`src/logic/afc_pkg.sv`:
```
// Purpose: Shared constants and types for the axis fault and completion check
// Assumes: One axis per instance, host values arrive as plain ports
// Notes: Error and warning numbers are kept as decimal codes in 16 bits
package afc_pkg;
    localparam int CODE_W = 16;
    localparam int PAR_W = 16;
    localparam int TIME_W = 16;
    localparam logic [CODE_W-1:0] CODE_NONE = 16'h0000;
    // Codes 938, 104, 105, 971, 997, 100 and 500
    localparam logic [CODE_W-1:0] ERR_BACKLASH = 16'h03AA;
    localparam logic [CODE_W-1:0] ERR_LIMIT_UP = 16'h0068;
    localparam logic [CODE_W-1:0] ERR_LIMIT_DN = 16'h0069;
    localparam logic [CODE_W-1:0] ERR_NEAR_PASS = 16'h03CB;
    localparam logic [CODE_W-1:0] ERR_SHIFT_SPD = 16'h03E5;
    localparam logic [CODE_W-1:0] WRN_START_BUSY = 16'h0064;
    localparam logic [CODE_W-1:0] WRN_DECEL_SPD = 16'h01F4;
    localparam logic [PAR_W-1:0] BACKLASH_MAX = 16'h00FF;
    localparam logic [PAR_W-1:0] SEL_MAX = 16'h0001;
    // Completion time unit: 1 ms at 25 MHz
    localparam int CLK_HZ = 25_000_000;
    localparam int TICK_US = 1000;
    localparam int TICK_CYC = (CLK_HZ / 1_000_000) * TICK_US;
    // Run state reported to the host
    localparam logic [2:0] RUN_IDLE = 3'h0;
    localparam logic [2:0] RUN_MOVE = 3'h1;
    localparam logic [2:0] RUN_DECEL = 3'h2;
    localparam logic [2:0] RUN_STOPPED = 3'h3;
    localparam logic [2:0] RUN_ERROR = 3'h4;
    typedef enum logic [3:0] {
        ST_IDLE = 4'b0001,
        ST_MOVE = 4'b0010,
        ST_DECEL = 4'b0100,
        ST_DONE = 4'b1000
    } afc_state_t;
endpackage : afc_pkg

```
`src/logic/afc_param_if.sv`:
```
// Purpose: Carries parameter check results between the checker and the top
// Assumes: Single clock domain
// Notes: Plain wires, no clocking
`timescale 1ns/1ps
interface afc_param_if;
    logic backlash_bad;
    logic near_pass_bad;
    logic shift_speed_bad;
    modport chk (output backlash_bad, output near_pass_bad,
        output shift_speed_bad);
    modport top (input backlash_bad, input near_pass_bad,
        input shift_speed_bad);
endinterface : afc_param_if

```
`src/logic/afc_param_chk.sv`:
```
// Purpose: Registered validity checks on host parameter values
// Assumes: Parameters are stable for a cycle before use
// Notes: Division is avoided by comparing against 255 times pulse step
`timescale 1ns/1ps
module afc_param_chk
    import afc_pkg::*;
(
    input wire logic core_clk_i,
    input wire logic rst_i,
    input wire logic [PAR_W-1:0] backlash_i,
    input wire logic [PAR_W-1:0] move_per_pulse_i,
    input wire logic [PAR_W-1:0] near_pass_select_i,
    input wire logic [PAR_W-1:0] shift_speed_select_i,
    afc_param_if.chk res
);
    logic [2:0] bad_d;
    logic [2:0] bad_q;
    logic [2*PAR_W-1:0] lim;

    // Negative ratio impossible, unsigned; zero step treated as invalid
    always_comb begin
        lim = (2*PAR_W)'(move_per_pulse_i) * (2*PAR_W)'(BACKLASH_MAX);
        bad_d[0] = (move_per_pulse_i == '0) ||
            ({{PAR_W{1'b0}}, backlash_i} > lim);
        bad_d[1] = near_pass_select_i > SEL_MAX;
        bad_d[2] = shift_speed_select_i > SEL_MAX;
    end

    always_ff @(posedge core_clk_i or posedge rst_i) begin
        if (rst_i) begin
            bad_q <= 3'h0;
        end else begin
            bad_q <= bad_d;
        end
    end

    assign res.backlash_bad = bad_q[0];
    assign res.near_pass_bad = bad_q[1];
    assign res.shift_speed_bad = bad_q[2];
endmodule : afc_param_chk

```
`src/logic/afc_axis_check.sv`:
```
// Purpose: Per-axis error, warning and completion signalling
// Assumes: Host inputs are synchronous; motion engine reports events
// Notes: Error code holds until error_reset_i
//
// What this block does
// - Error 938 when backlash ratio exceeds 255
// - Jog into active stroke limit: 104/105
// - Error 971 when near-pass select not 0/1
// - Error 997 on host ready rise, bad select
// - Stop signal starts deceleration, axis stays busy
// - Start while busy ignored, warning 100
// - Warning 500 only while decelerating, nonhalting
// - Override speed applies from next start
// - Stop during positioning suppresses completion pulse
// - Error withholds completion, records error code
`timescale 1ns/1ps
module afc_axis_check
    import afc_pkg::*;
#(
    parameter int TICK_CYCLES = TICK_CYC
) (
    // Clock and reset
    input wire logic core_clk_i,
    input wire logic rst_i,
    // Host parameters
    input wire logic [PAR_W-1:0] backlash_i,
    input wire logic [PAR_W-1:0] move_per_pulse_i,
    input wire logic [PAR_W-1:0] near_pass_select_i,
    input wire logic [PAR_W-1:0] shift_speed_select_i,
    input wire logic [PAR_W-1:0] override_speed_i,
    input wire logic [TIME_W-1:0] complete_time_i,
    // Host control
    input wire logic host_ready_i,
    input wire logic start_i,
    input wire logic jog_i,
    input wire logic host_stop_i,
    input wire logic error_reset_i,
    input wire logic speed_change_i,
    // Machine side
    input wire logic ext_stop_i,
    input wire logic limit_up_i,
    input wire logic limit_dn_i,
    // Motion engine events
    input wire logic move_done_i,
    input wire logic decel_done_i,
    input wire logic auto_decel_i,
    input wire logic motion_fault_i,
    input wire logic [CODE_W-1:0] motion_fault_code_i,
    // Status
    output logic busy_o,
    output logic run_o,
    output logic decel_o,
    output logic [PAR_W-1:0] active_speed_o,
    output logic complete_o,
    output logic [CODE_W-1:0] axis_error_code_o,
    output logic [CODE_W-1:0] axis_warning_code_o,
    output logic [2:0] axis_run_state_o
);
    afc_param_if chk_if ();

    afc_param_chk u_chk (
        .core_clk_i(core_clk_i),
        .rst_i(rst_i),
        .backlash_i(backlash_i),
        .move_per_pulse_i(move_per_pulse_i),
        .near_pass_select_i(near_pass_select_i),
        .shift_speed_select_i(shift_speed_select_i),
        .res(chk_if)
    );

    afc_state_t st_q, st_d;
    logic ready_q, ready_d;
    logic stop_q, stop_d;
    logic err_flag_q, err_flag_d;
    logic stopped_q, stopped_d;
    logic [CODE_W-1:0] err_q, err_d;
    logic [CODE_W-1:0] wrn_q, wrn_d;
    logic [PAR_W-1:0] spd_q, spd_d;
    logic [2:0] rs_q, rs_d;
    logic cmp_q, cmp_d;
    logic [TIME_W-1:0] cmp_left_q, cmp_left_d;
    logic [31:0] tick_q, tick_d;
    logic any_stop, stop_rise, busy, err_now;
    logic cmp_start, ms_tick, busy_d, run_d, decel_d;
    logic [CODE_W-1:0] err_code;

    // Error source with fixed priority; first one found wins
    function automatic logic [CODE_W-1:0] pick_err(
        input logic bl, input logic np, input logic ss, input logic mf,
        input logic [CODE_W-1:0] mcode);
        logic [CODE_W-1:0] c;
        c = CODE_NONE;
        if (mf) begin
            c = mcode;
        end else if (ss) begin
            c = ERR_SHIFT_SPD;
        end else if (np) begin
            c = ERR_NEAR_PASS;
        end else if (bl) begin
            c = ERR_BACKLASH;
        end
        return c;
    endfunction : pick_err

    // Positioning counts as busy through the deceleration stop
    function automatic logic is_busy(input afc_state_t s);
        return (s == ST_MOVE) || (s == ST_DECEL);
    endfunction : is_busy

    always_comb begin
        any_stop = host_stop_i | ext_stop_i;
        stop_rise = any_stop & ~stop_q;
        busy = is_busy(st_q);
        err_code = pick_err(chk_if.backlash_bad, chk_if.near_pass_bad,
            chk_if.shift_speed_bad & host_ready_i & ~ready_q,
            motion_fault_i & busy, motion_fault_code_i);
        err_now = (err_code != CODE_NONE);
    end

    // Axis sequencing
    always_comb begin
        st_d = st_q;
        ready_d = host_ready_i;
        stop_d = any_stop;
        err_flag_d = err_flag_q;
        stopped_d = stopped_q;
        err_d = err_q;
        wrn_d = wrn_q;
        spd_d = spd_q;
        rs_d = rs_q;
        // Clear first, so an error in the same cycle still lands
        if (error_reset_i) begin
            err_d = CODE_NONE;
            wrn_d = CODE_NONE;
            err_flag_d = 1'b0;
        end
        if (err_now) begin
            err_d = err_code;
            err_flag_d = 1'b1;
        end
        // Warning 500 is advisory: motion proceeds, code just sticks
        if (speed_change_i && (st_q == ST_DECEL || auto_decel_i)) begin
            wrn_d = WRN_DECEL_SPD;
        end
        case (st_q)
            ST_IDLE, ST_DONE: begin
                if (start_i || jog_i) begin
                    if (jog_i && limit_up_i) begin
                        err_d = ERR_LIMIT_UP;
                        err_flag_d = 1'b1;
                        rs_d = RUN_ERROR;
                    end else if (jog_i && limit_dn_i) begin
                        err_d = ERR_LIMIT_DN;
                        err_flag_d = 1'b1;
                        rs_d = RUN_ERROR;
                    end else if (!err_flag_q && !err_now && host_ready_i) begin
                        // Override latched only here, not mid-move
                        spd_d = override_speed_i;
                        stopped_d = 1'b0;
                        rs_d = RUN_MOVE;
                        st_d = ST_MOVE;
                    end
                end
            end
            ST_MOVE: begin
                if (start_i || jog_i) begin
                    wrn_d = WRN_START_BUSY;
                end
                if (err_now || stop_rise) begin
                    stopped_d = 1'b1;
                    rs_d = RUN_DECEL;
                    st_d = ST_DECEL;
                end else if (move_done_i) begin
                    rs_d = RUN_IDLE;
                    st_d = ST_DONE;
                end
            end
            ST_DECEL: begin
                if (start_i || jog_i) begin
                    wrn_d = WRN_START_BUSY;
                end
                if (decel_done_i) begin
                    rs_d = err_flag_d ? RUN_ERROR : RUN_STOPPED;
                    st_d = ST_IDLE;
                end
            end
            default: begin
                st_d = ST_IDLE;
                rs_d = RUN_IDLE;
            end
        endcase
    end

    // Qualified here so a stop or error in the same cycle wins
    always_comb begin
        cmp_start = (st_q == ST_MOVE) && move_done_i && !err_now &&
            !stop_rise && !stopped_q;
    end

    // Millisecond enable, restarted per pulse so the first one is whole
    always_comb begin
        tick_d = tick_q;
        ms_tick = 1'b0;
        if (cmp_start || !cmp_q) begin
            tick_d = 32'(TICK_CYCLES - 1);
        end else if (tick_q == '0) begin
            ms_tick = 1'b1;
            tick_d = 32'(TICK_CYCLES - 1);
        end else begin
            tick_d = tick_q - 1'b1;
        end
    end

    always_ff @(posedge core_clk_i or posedge rst_i) begin
        if (rst_i) begin
            tick_q <= '0;
        end else begin
            tick_q <= tick_d;
        end
    end

    // Completion pulse length in milliseconds
    always_comb begin
        cmp_d = cmp_q;
        cmp_left_d = cmp_left_q;
        if (cmp_start) begin
            cmp_d = (complete_time_i != '0);
            cmp_left_d = complete_time_i;
        end else if (cmp_q) begin
            // Any new start or jog ends the pulse early
            if ((start_i || jog_i) && !busy) begin
                cmp_d = 1'b0;
            end else if (ms_tick) begin
                cmp_left_d = cmp_left_q - 1'b1;
                if (cmp_left_q == 16'h0001) begin
                    cmp_d = 1'b0;
                end
            end
        end
    end

    always_ff @(posedge core_clk_i or posedge rst_i) begin
        if (rst_i) begin
            st_q <= ST_IDLE;
            ready_q <= 1'b0;
            stop_q <= 1'b0;
            err_flag_q <= 1'b0;
            stopped_q <= 1'b0;
            err_q <= CODE_NONE;
            wrn_q <= CODE_NONE;
            spd_q <= '0;
            rs_q <= RUN_IDLE;
            cmp_q <= 1'b0;
            cmp_left_q <= '0;
        end else begin
            st_q <= st_d;
            ready_q <= ready_d;
            stop_q <= stop_d;
            err_flag_q <= err_flag_d;
            stopped_q <= stopped_d;
            err_q <= err_d;
            wrn_q <= wrn_d;
            spd_q <= spd_d;
            rs_q <= rs_d;
            cmp_q <= cmp_d;
            cmp_left_q <= cmp_left_d;
        end
    end

    // Flags follow the next state so they line up with it
    always_comb begin
        busy_d = is_busy(st_d);
        run_d = (st_d == ST_MOVE);
        decel_d = (st_d == ST_DECEL);
    end

    // Status outputs come straight from flip-flops
    always_ff @(posedge core_clk_i or posedge rst_i) begin
        if (rst_i) begin
            busy_o <= 1'b0;
            run_o <= 1'b0;
            decel_o <= 1'b0;
            active_speed_o <= '0;
            complete_o <= 1'b0;
            axis_error_code_o <= CODE_NONE;
            axis_warning_code_o <= CODE_NONE;
            axis_run_state_o <= RUN_IDLE;
        end else begin
            busy_o <= busy_d;
            run_o <= run_d;
            decel_o <= decel_d;
            active_speed_o <= spd_d;
            complete_o <= cmp_d;
            axis_error_code_o <= err_d;
            axis_warning_code_o <= wrn_d;
            axis_run_state_o <= rs_d;
        end
    end
endmodule : afc_axis_check

```
`config.mk`:
```
export PLATFORM = sky130hd
export DESIGN_NAME = afc_axis_check
export DESIGN_NICKNAME = d
export VERILOG_FILES = /design/src/logic/afc_pkg.sv /design/src/logic/afc_param_if.sv /design/src/logic/afc_param_chk.sv /design/src/logic/afc_axis_check.sv
export SDC_FILE = /design/constraint.sdc
export NUM_CORES = 1
export LEC_CHECK = 0
export BUFFER_PORTS_ARGS = -buffer_cell sky130_fd_sc_hd__buf_2
export CAP_MARGIN = 10
export CORE_MARGIN = 2
export CORE_UTILIZATION = 35
export CTS_BUF_LIST = sky130_fd_sc_hd__clkbuf_2 sky130_fd_sc_hd__clkbuf_4 sky130_fd_sc_hd__clkbuf_8
export CTS_CLUSTER_SIZE = 16
export DETAILED_ROUTE_END_ITERATION = 7
export PLACE_DENSITY = 0.66
export SETUP_SLACK_MARGIN = 0.5
export SYNTH_ARGS = -nofsm -noshare
export SYNTH_HDL_FRONTEND = slang
export SYNTH_SLANG_ARGS = --single-unit
```
`constraint.sdc`:
```
create_clock -name core_clk_i -period 3.8 [get_ports core_clk_i]
set_input_delay 0.19 -clock core_clk_i [delete_from_list [all_inputs] [get_ports core_clk_i]]
set_output_delay 0.19 -clock core_clk_i [all_outputs]
set_load 0.02 [all_outputs]
```
==> results.sh <==
export IMPL_post_synth_top_area_cell="dfrtp_1"
export IMPL_ios=182
export IMPL_wl_met1_um=10200
export IMPL_hold_depth=3
export IMPL_p_clk_frac=0.141
export IMPL_grt_pass1_wl_um=37800
export IMPL_clock_skew_final_ns=0.0159
export IMPL_syn_area_um2=8870
export IMPL_netlist_top_cells_area="dfrtp_1 32%, fa_1 16%, ha_1 10%"
export IMPL_syn_inst=914
export IMPL_worst_pin_slew_ns=1.09
export IMPL_wl_met2_um=11900
export IMPL_rows=58
export IMPL_hold_viol=0
export IMPL_setup_tns_ns=-1.24
export IMPL_htreeDepth=4
export IMPL_place_area_um2=11000
export IMPL_required_ns=4.13
export IMPL_critical_path_arrival_ns=5.36
export IMPL_drtIter0Drc=367
export IMPL_synth_distinct_cells=65
export IMPL_timing_worst_setup_path_type="primary input to flip-flop"
export IMPL_rsz0062_at_grt="true"
export IMPL_synth_edf_count=0
export IMPL_initial_core_util=0.354
export IMPL_grt_use_total=0.180
export IMPL_root_buffer="clkbuf_8"
export IMPL_drtAntennaViolNets=0
export IMPL_antenna_found_initial=1
export IMPL_clockBufferDepth=2
export IMPL_synth_ff_type="dfrtp_1"
export IMPL_port_buffers=179
export IMPL_slowest_delay_ns=0.56
export IMPL_fmaxAchievable_mhz=199
export IMPL_area_delta_synth_final_pct=34.8
export IMPL_post_synth_top_area_fraction=0.319
export IMPL_gp_congestion=0.944
export IMPL_dieArea_um2=26600
export IMPL_crit_fanout=5
export IMPL_clock_latency_ns=0.44
export IMPL_hold_class="primary input to flip-flop"
export IMPL_p_leak_nw=6.11
export IMPL_cp_slowest_cell="fa_2"
export IMPL_setup_viol=1
export IMPL_p_seq_frac=0.147
export IMPL_power_density_nw_per_um2=705
export IMPL_yosysSeqAreaShare=0.322
export IMPL_clk_pin_slew_ns=0.08
export IMPL_finalWorstSetupSlack_ns=-1.24
export IMPL_cpMostUsedCell="buf_4"
export IMPL_die_height_um=163
export IMPL_violations="negative setup slack"
export IMPL_status="complete, but fails checks"
export IMPL_grt_pass1_vias=7806
export IMPL_route_top_layer_used="met5"
export IMPL_routed_wl_met3_um=1190
export IMPL_drc=0
export IMPL_cts_buffers=17
export IMPL_diodes=0
export IMPL_clock_sinks=114
export IMPL_ir_drop_mv=1.32
export IMPL_grt_max_degree=64
export IMPL_synth_async_reset_ratio=1.00
export IMPL_p_int_mw=4.99
export IMPL_swShare=0.407
export IMPL_fin_crit_sh=1.33
export IMPL_rr_worst_depth=9
export IMPL_wl_per_cell_um=14.8
export IMPL_synth_seq_cells=114
export IMPL_fin_crit_ns=5.04
export IMPL_final_cell_area_um2=12000
export IMPL_dr_total_vias=7650
export IMPL_cts_tree="built"
export IMPL_pwr_share_comb=0.712
export IMPL_slew_headroom=0.266
export IMPL_switchingPower_mw=3.43
export IMPL_gr_total_overflow=0
export IMPL_avgViaCountPerCell=4.80
export IMPL_drv_slew=0
export IMPL_drt_first_pass_iters=4
export IMPL_nets=1520
export IMPL_layout_drive_gt1_share=0.323
export IMPL_ys_warnings_count=0
export IMPL_worstSetupEndpointType="flip-flop"
export IMPL_syn_nets=1182
export IMPL_max_cap_viol_count=0
export IMPL_crit_path_start_kind="primary input"
export IMPL_die_w_um=163
export IMPL_drt_total_wl_um=23700
export IMPL_core_um2=25000
export IMPL_syn_area_per_cell_um2=9.71
export IMPL_dpl_hpwl_um=18900
per-stage QoR:
stage          total power, mW  std cells  hold slack, ns  worst slack, ns   util
2_1_floorplan             4.49        914           0.221            -1.27      -
3_3_place_gp              6.41       1518           0.349            -1.66  0.441
3_5_place_dp              6.49       1518           0.344            -1.77  0.441
4_1_cts                   8.25       1594         0.00634            -1.14  0.476
5_1_grt                   9.20       1595         0.00499            -1.38  0.478
6_report                  8.42       1595          0.0234            -1.24  0.478
cells in the mapped netlist, types with 9 or more instances:
cell type	n
nor4_1	26
and3_1	13
xnor2_1	29
xor2_1	25
nor2_1	87
nand3_1	22
nand2_1	45
nor3_1	18
dfrtp_1	113
ha_1	71
inv_1	151
nand4_1	15
a21oi_1	48
o21ai_0	33
clkbuf_1	9
mux2_2	13
fa_1	70
path summary, 6_finish.rpt:
| check | start | slack [ns] | endpoint |
|---|---|---|---|
| setup / recovery | move_per_pulse_i[6] | -1.24 | u_chk.bad_q[0] |
| hold reg to reg | tick_q[0] | 0.48 | tick_q[0] |
| min in group asynchronous | rst_i | 0.45 | axis_warning_code_o[11] |
| setup reg to reg | st_q[3] | 0.93 | tick_q[28] |
| hold / removal | complete_time_i[13] | 0.02 | cmp_left_q[13] |
| max in group asynchronous | rst_i | 2.43 | st_q[0] |
routing by layer:
layer | vias up | track usage
met5 | - | 0
met3 | 25 | 0.0307
met4 | 2 | 0.0459
li1 | 3749 | -
met1 | 3686 | 0.225
met2 | 188 | 0.320
cell type report:
| cell class | count | area [um2] |
|---|---|---|
| Clock buffer | 17 | 234 |
| Tap cell | 330 | 413 |
| Multi-Input combinational cell | 631 | 5530 |
| Fill cell | 2367 | 13100 |
| Sequential cell | 114 | 2850 |
| Clock inverter | 15 | 173 |
| Timing Repair Buffer | 337 | 2170 |
| Inverter | 151 | 581 |
flip-flops by register name, summed over array words and instances, names as in the netlist, 3 cells and up:
register and flops:
tick_q 32, u_chk.bad_q 3, axis_warning_code_o 16, cmp_left_q 16, axis_error_code_o 16, axis_run_state_o 3, active_speed_o 16, st_q 4
cells in the final DEF, fill, tap and decap left out, types with 6 or more instances in the layout:
cell	instances
mux2_4	7
dlygate4sd3_1	27
a21oi_1	46
inv_2	7
clkbuf_8	17
nand2b_1	6
buf_2	176
nor4_1	23
fa_1	67
a21o_1	7
mux2_2	13
nor3_1	17
xor2_1	25
buf_4	130
ha_1	66
a22oi_1	8
o21ai_0	31
xnor2_1	27
dfrtp_1	113
and3_1	13
inv_6	6
a31oi_1	6
nand4_1	15
nand2_1	45
nand3_1	21
inv_1	140
or3_1	6
nor2_1	87
power by group through the flow:
stage          Clock (mW)  Sequential, mW  Combinational [mW]
3_5_place_dp            0            1.26                5.23
4_1_cts              1.23            1.24                5.78
5_1_grt              1.28            1.24                6.67
6_report             1.18            1.24                6.00
2_1_floorplan           0            1.28                3.21
3_3_place_gp            0            1.26                5.14
critical path, delay by kind of cell:
family / cells / cell delay (ns)
adder cells (fa/ha/maj): 5 / 2.25
buffers and inverters: 13 / 1.37
AND/OR/NAND/NOR: 4 / 0.96
AO/OA/AOI/OAI: 3 / 0.60
cells by family (layout without fill, tap and decap cells):
kind of cell / Yosys count / after routing / share of synthesized area
flops: 114 / 114 / 0.322
mux: 22 / 22 / 0.0306
xor+xnor: 56 / 56 / 0.0577
buf+inv: 169 / 520 / 0.0738
compound gates: 139 / 139 / 0.0970
simple gates: 273 / 273 / 0.161
fa+ha+maj: 141 / 141 / 0.258
repair_timing:
| item | 4_1_cts | 5_1_grt |
|---|---|---|
| pin swaps | 25 | 6 |
| resized for setup | 16 | 7 |
| hold buffers | 27 | 0 |
| endpoints found under the hold margin | 88 | 0 |
| setup endpoints to repair | 1 | 1 |
| buffers inserted | 17 | 1 |
Note: power is estimated with default switching activity, not from simulation.
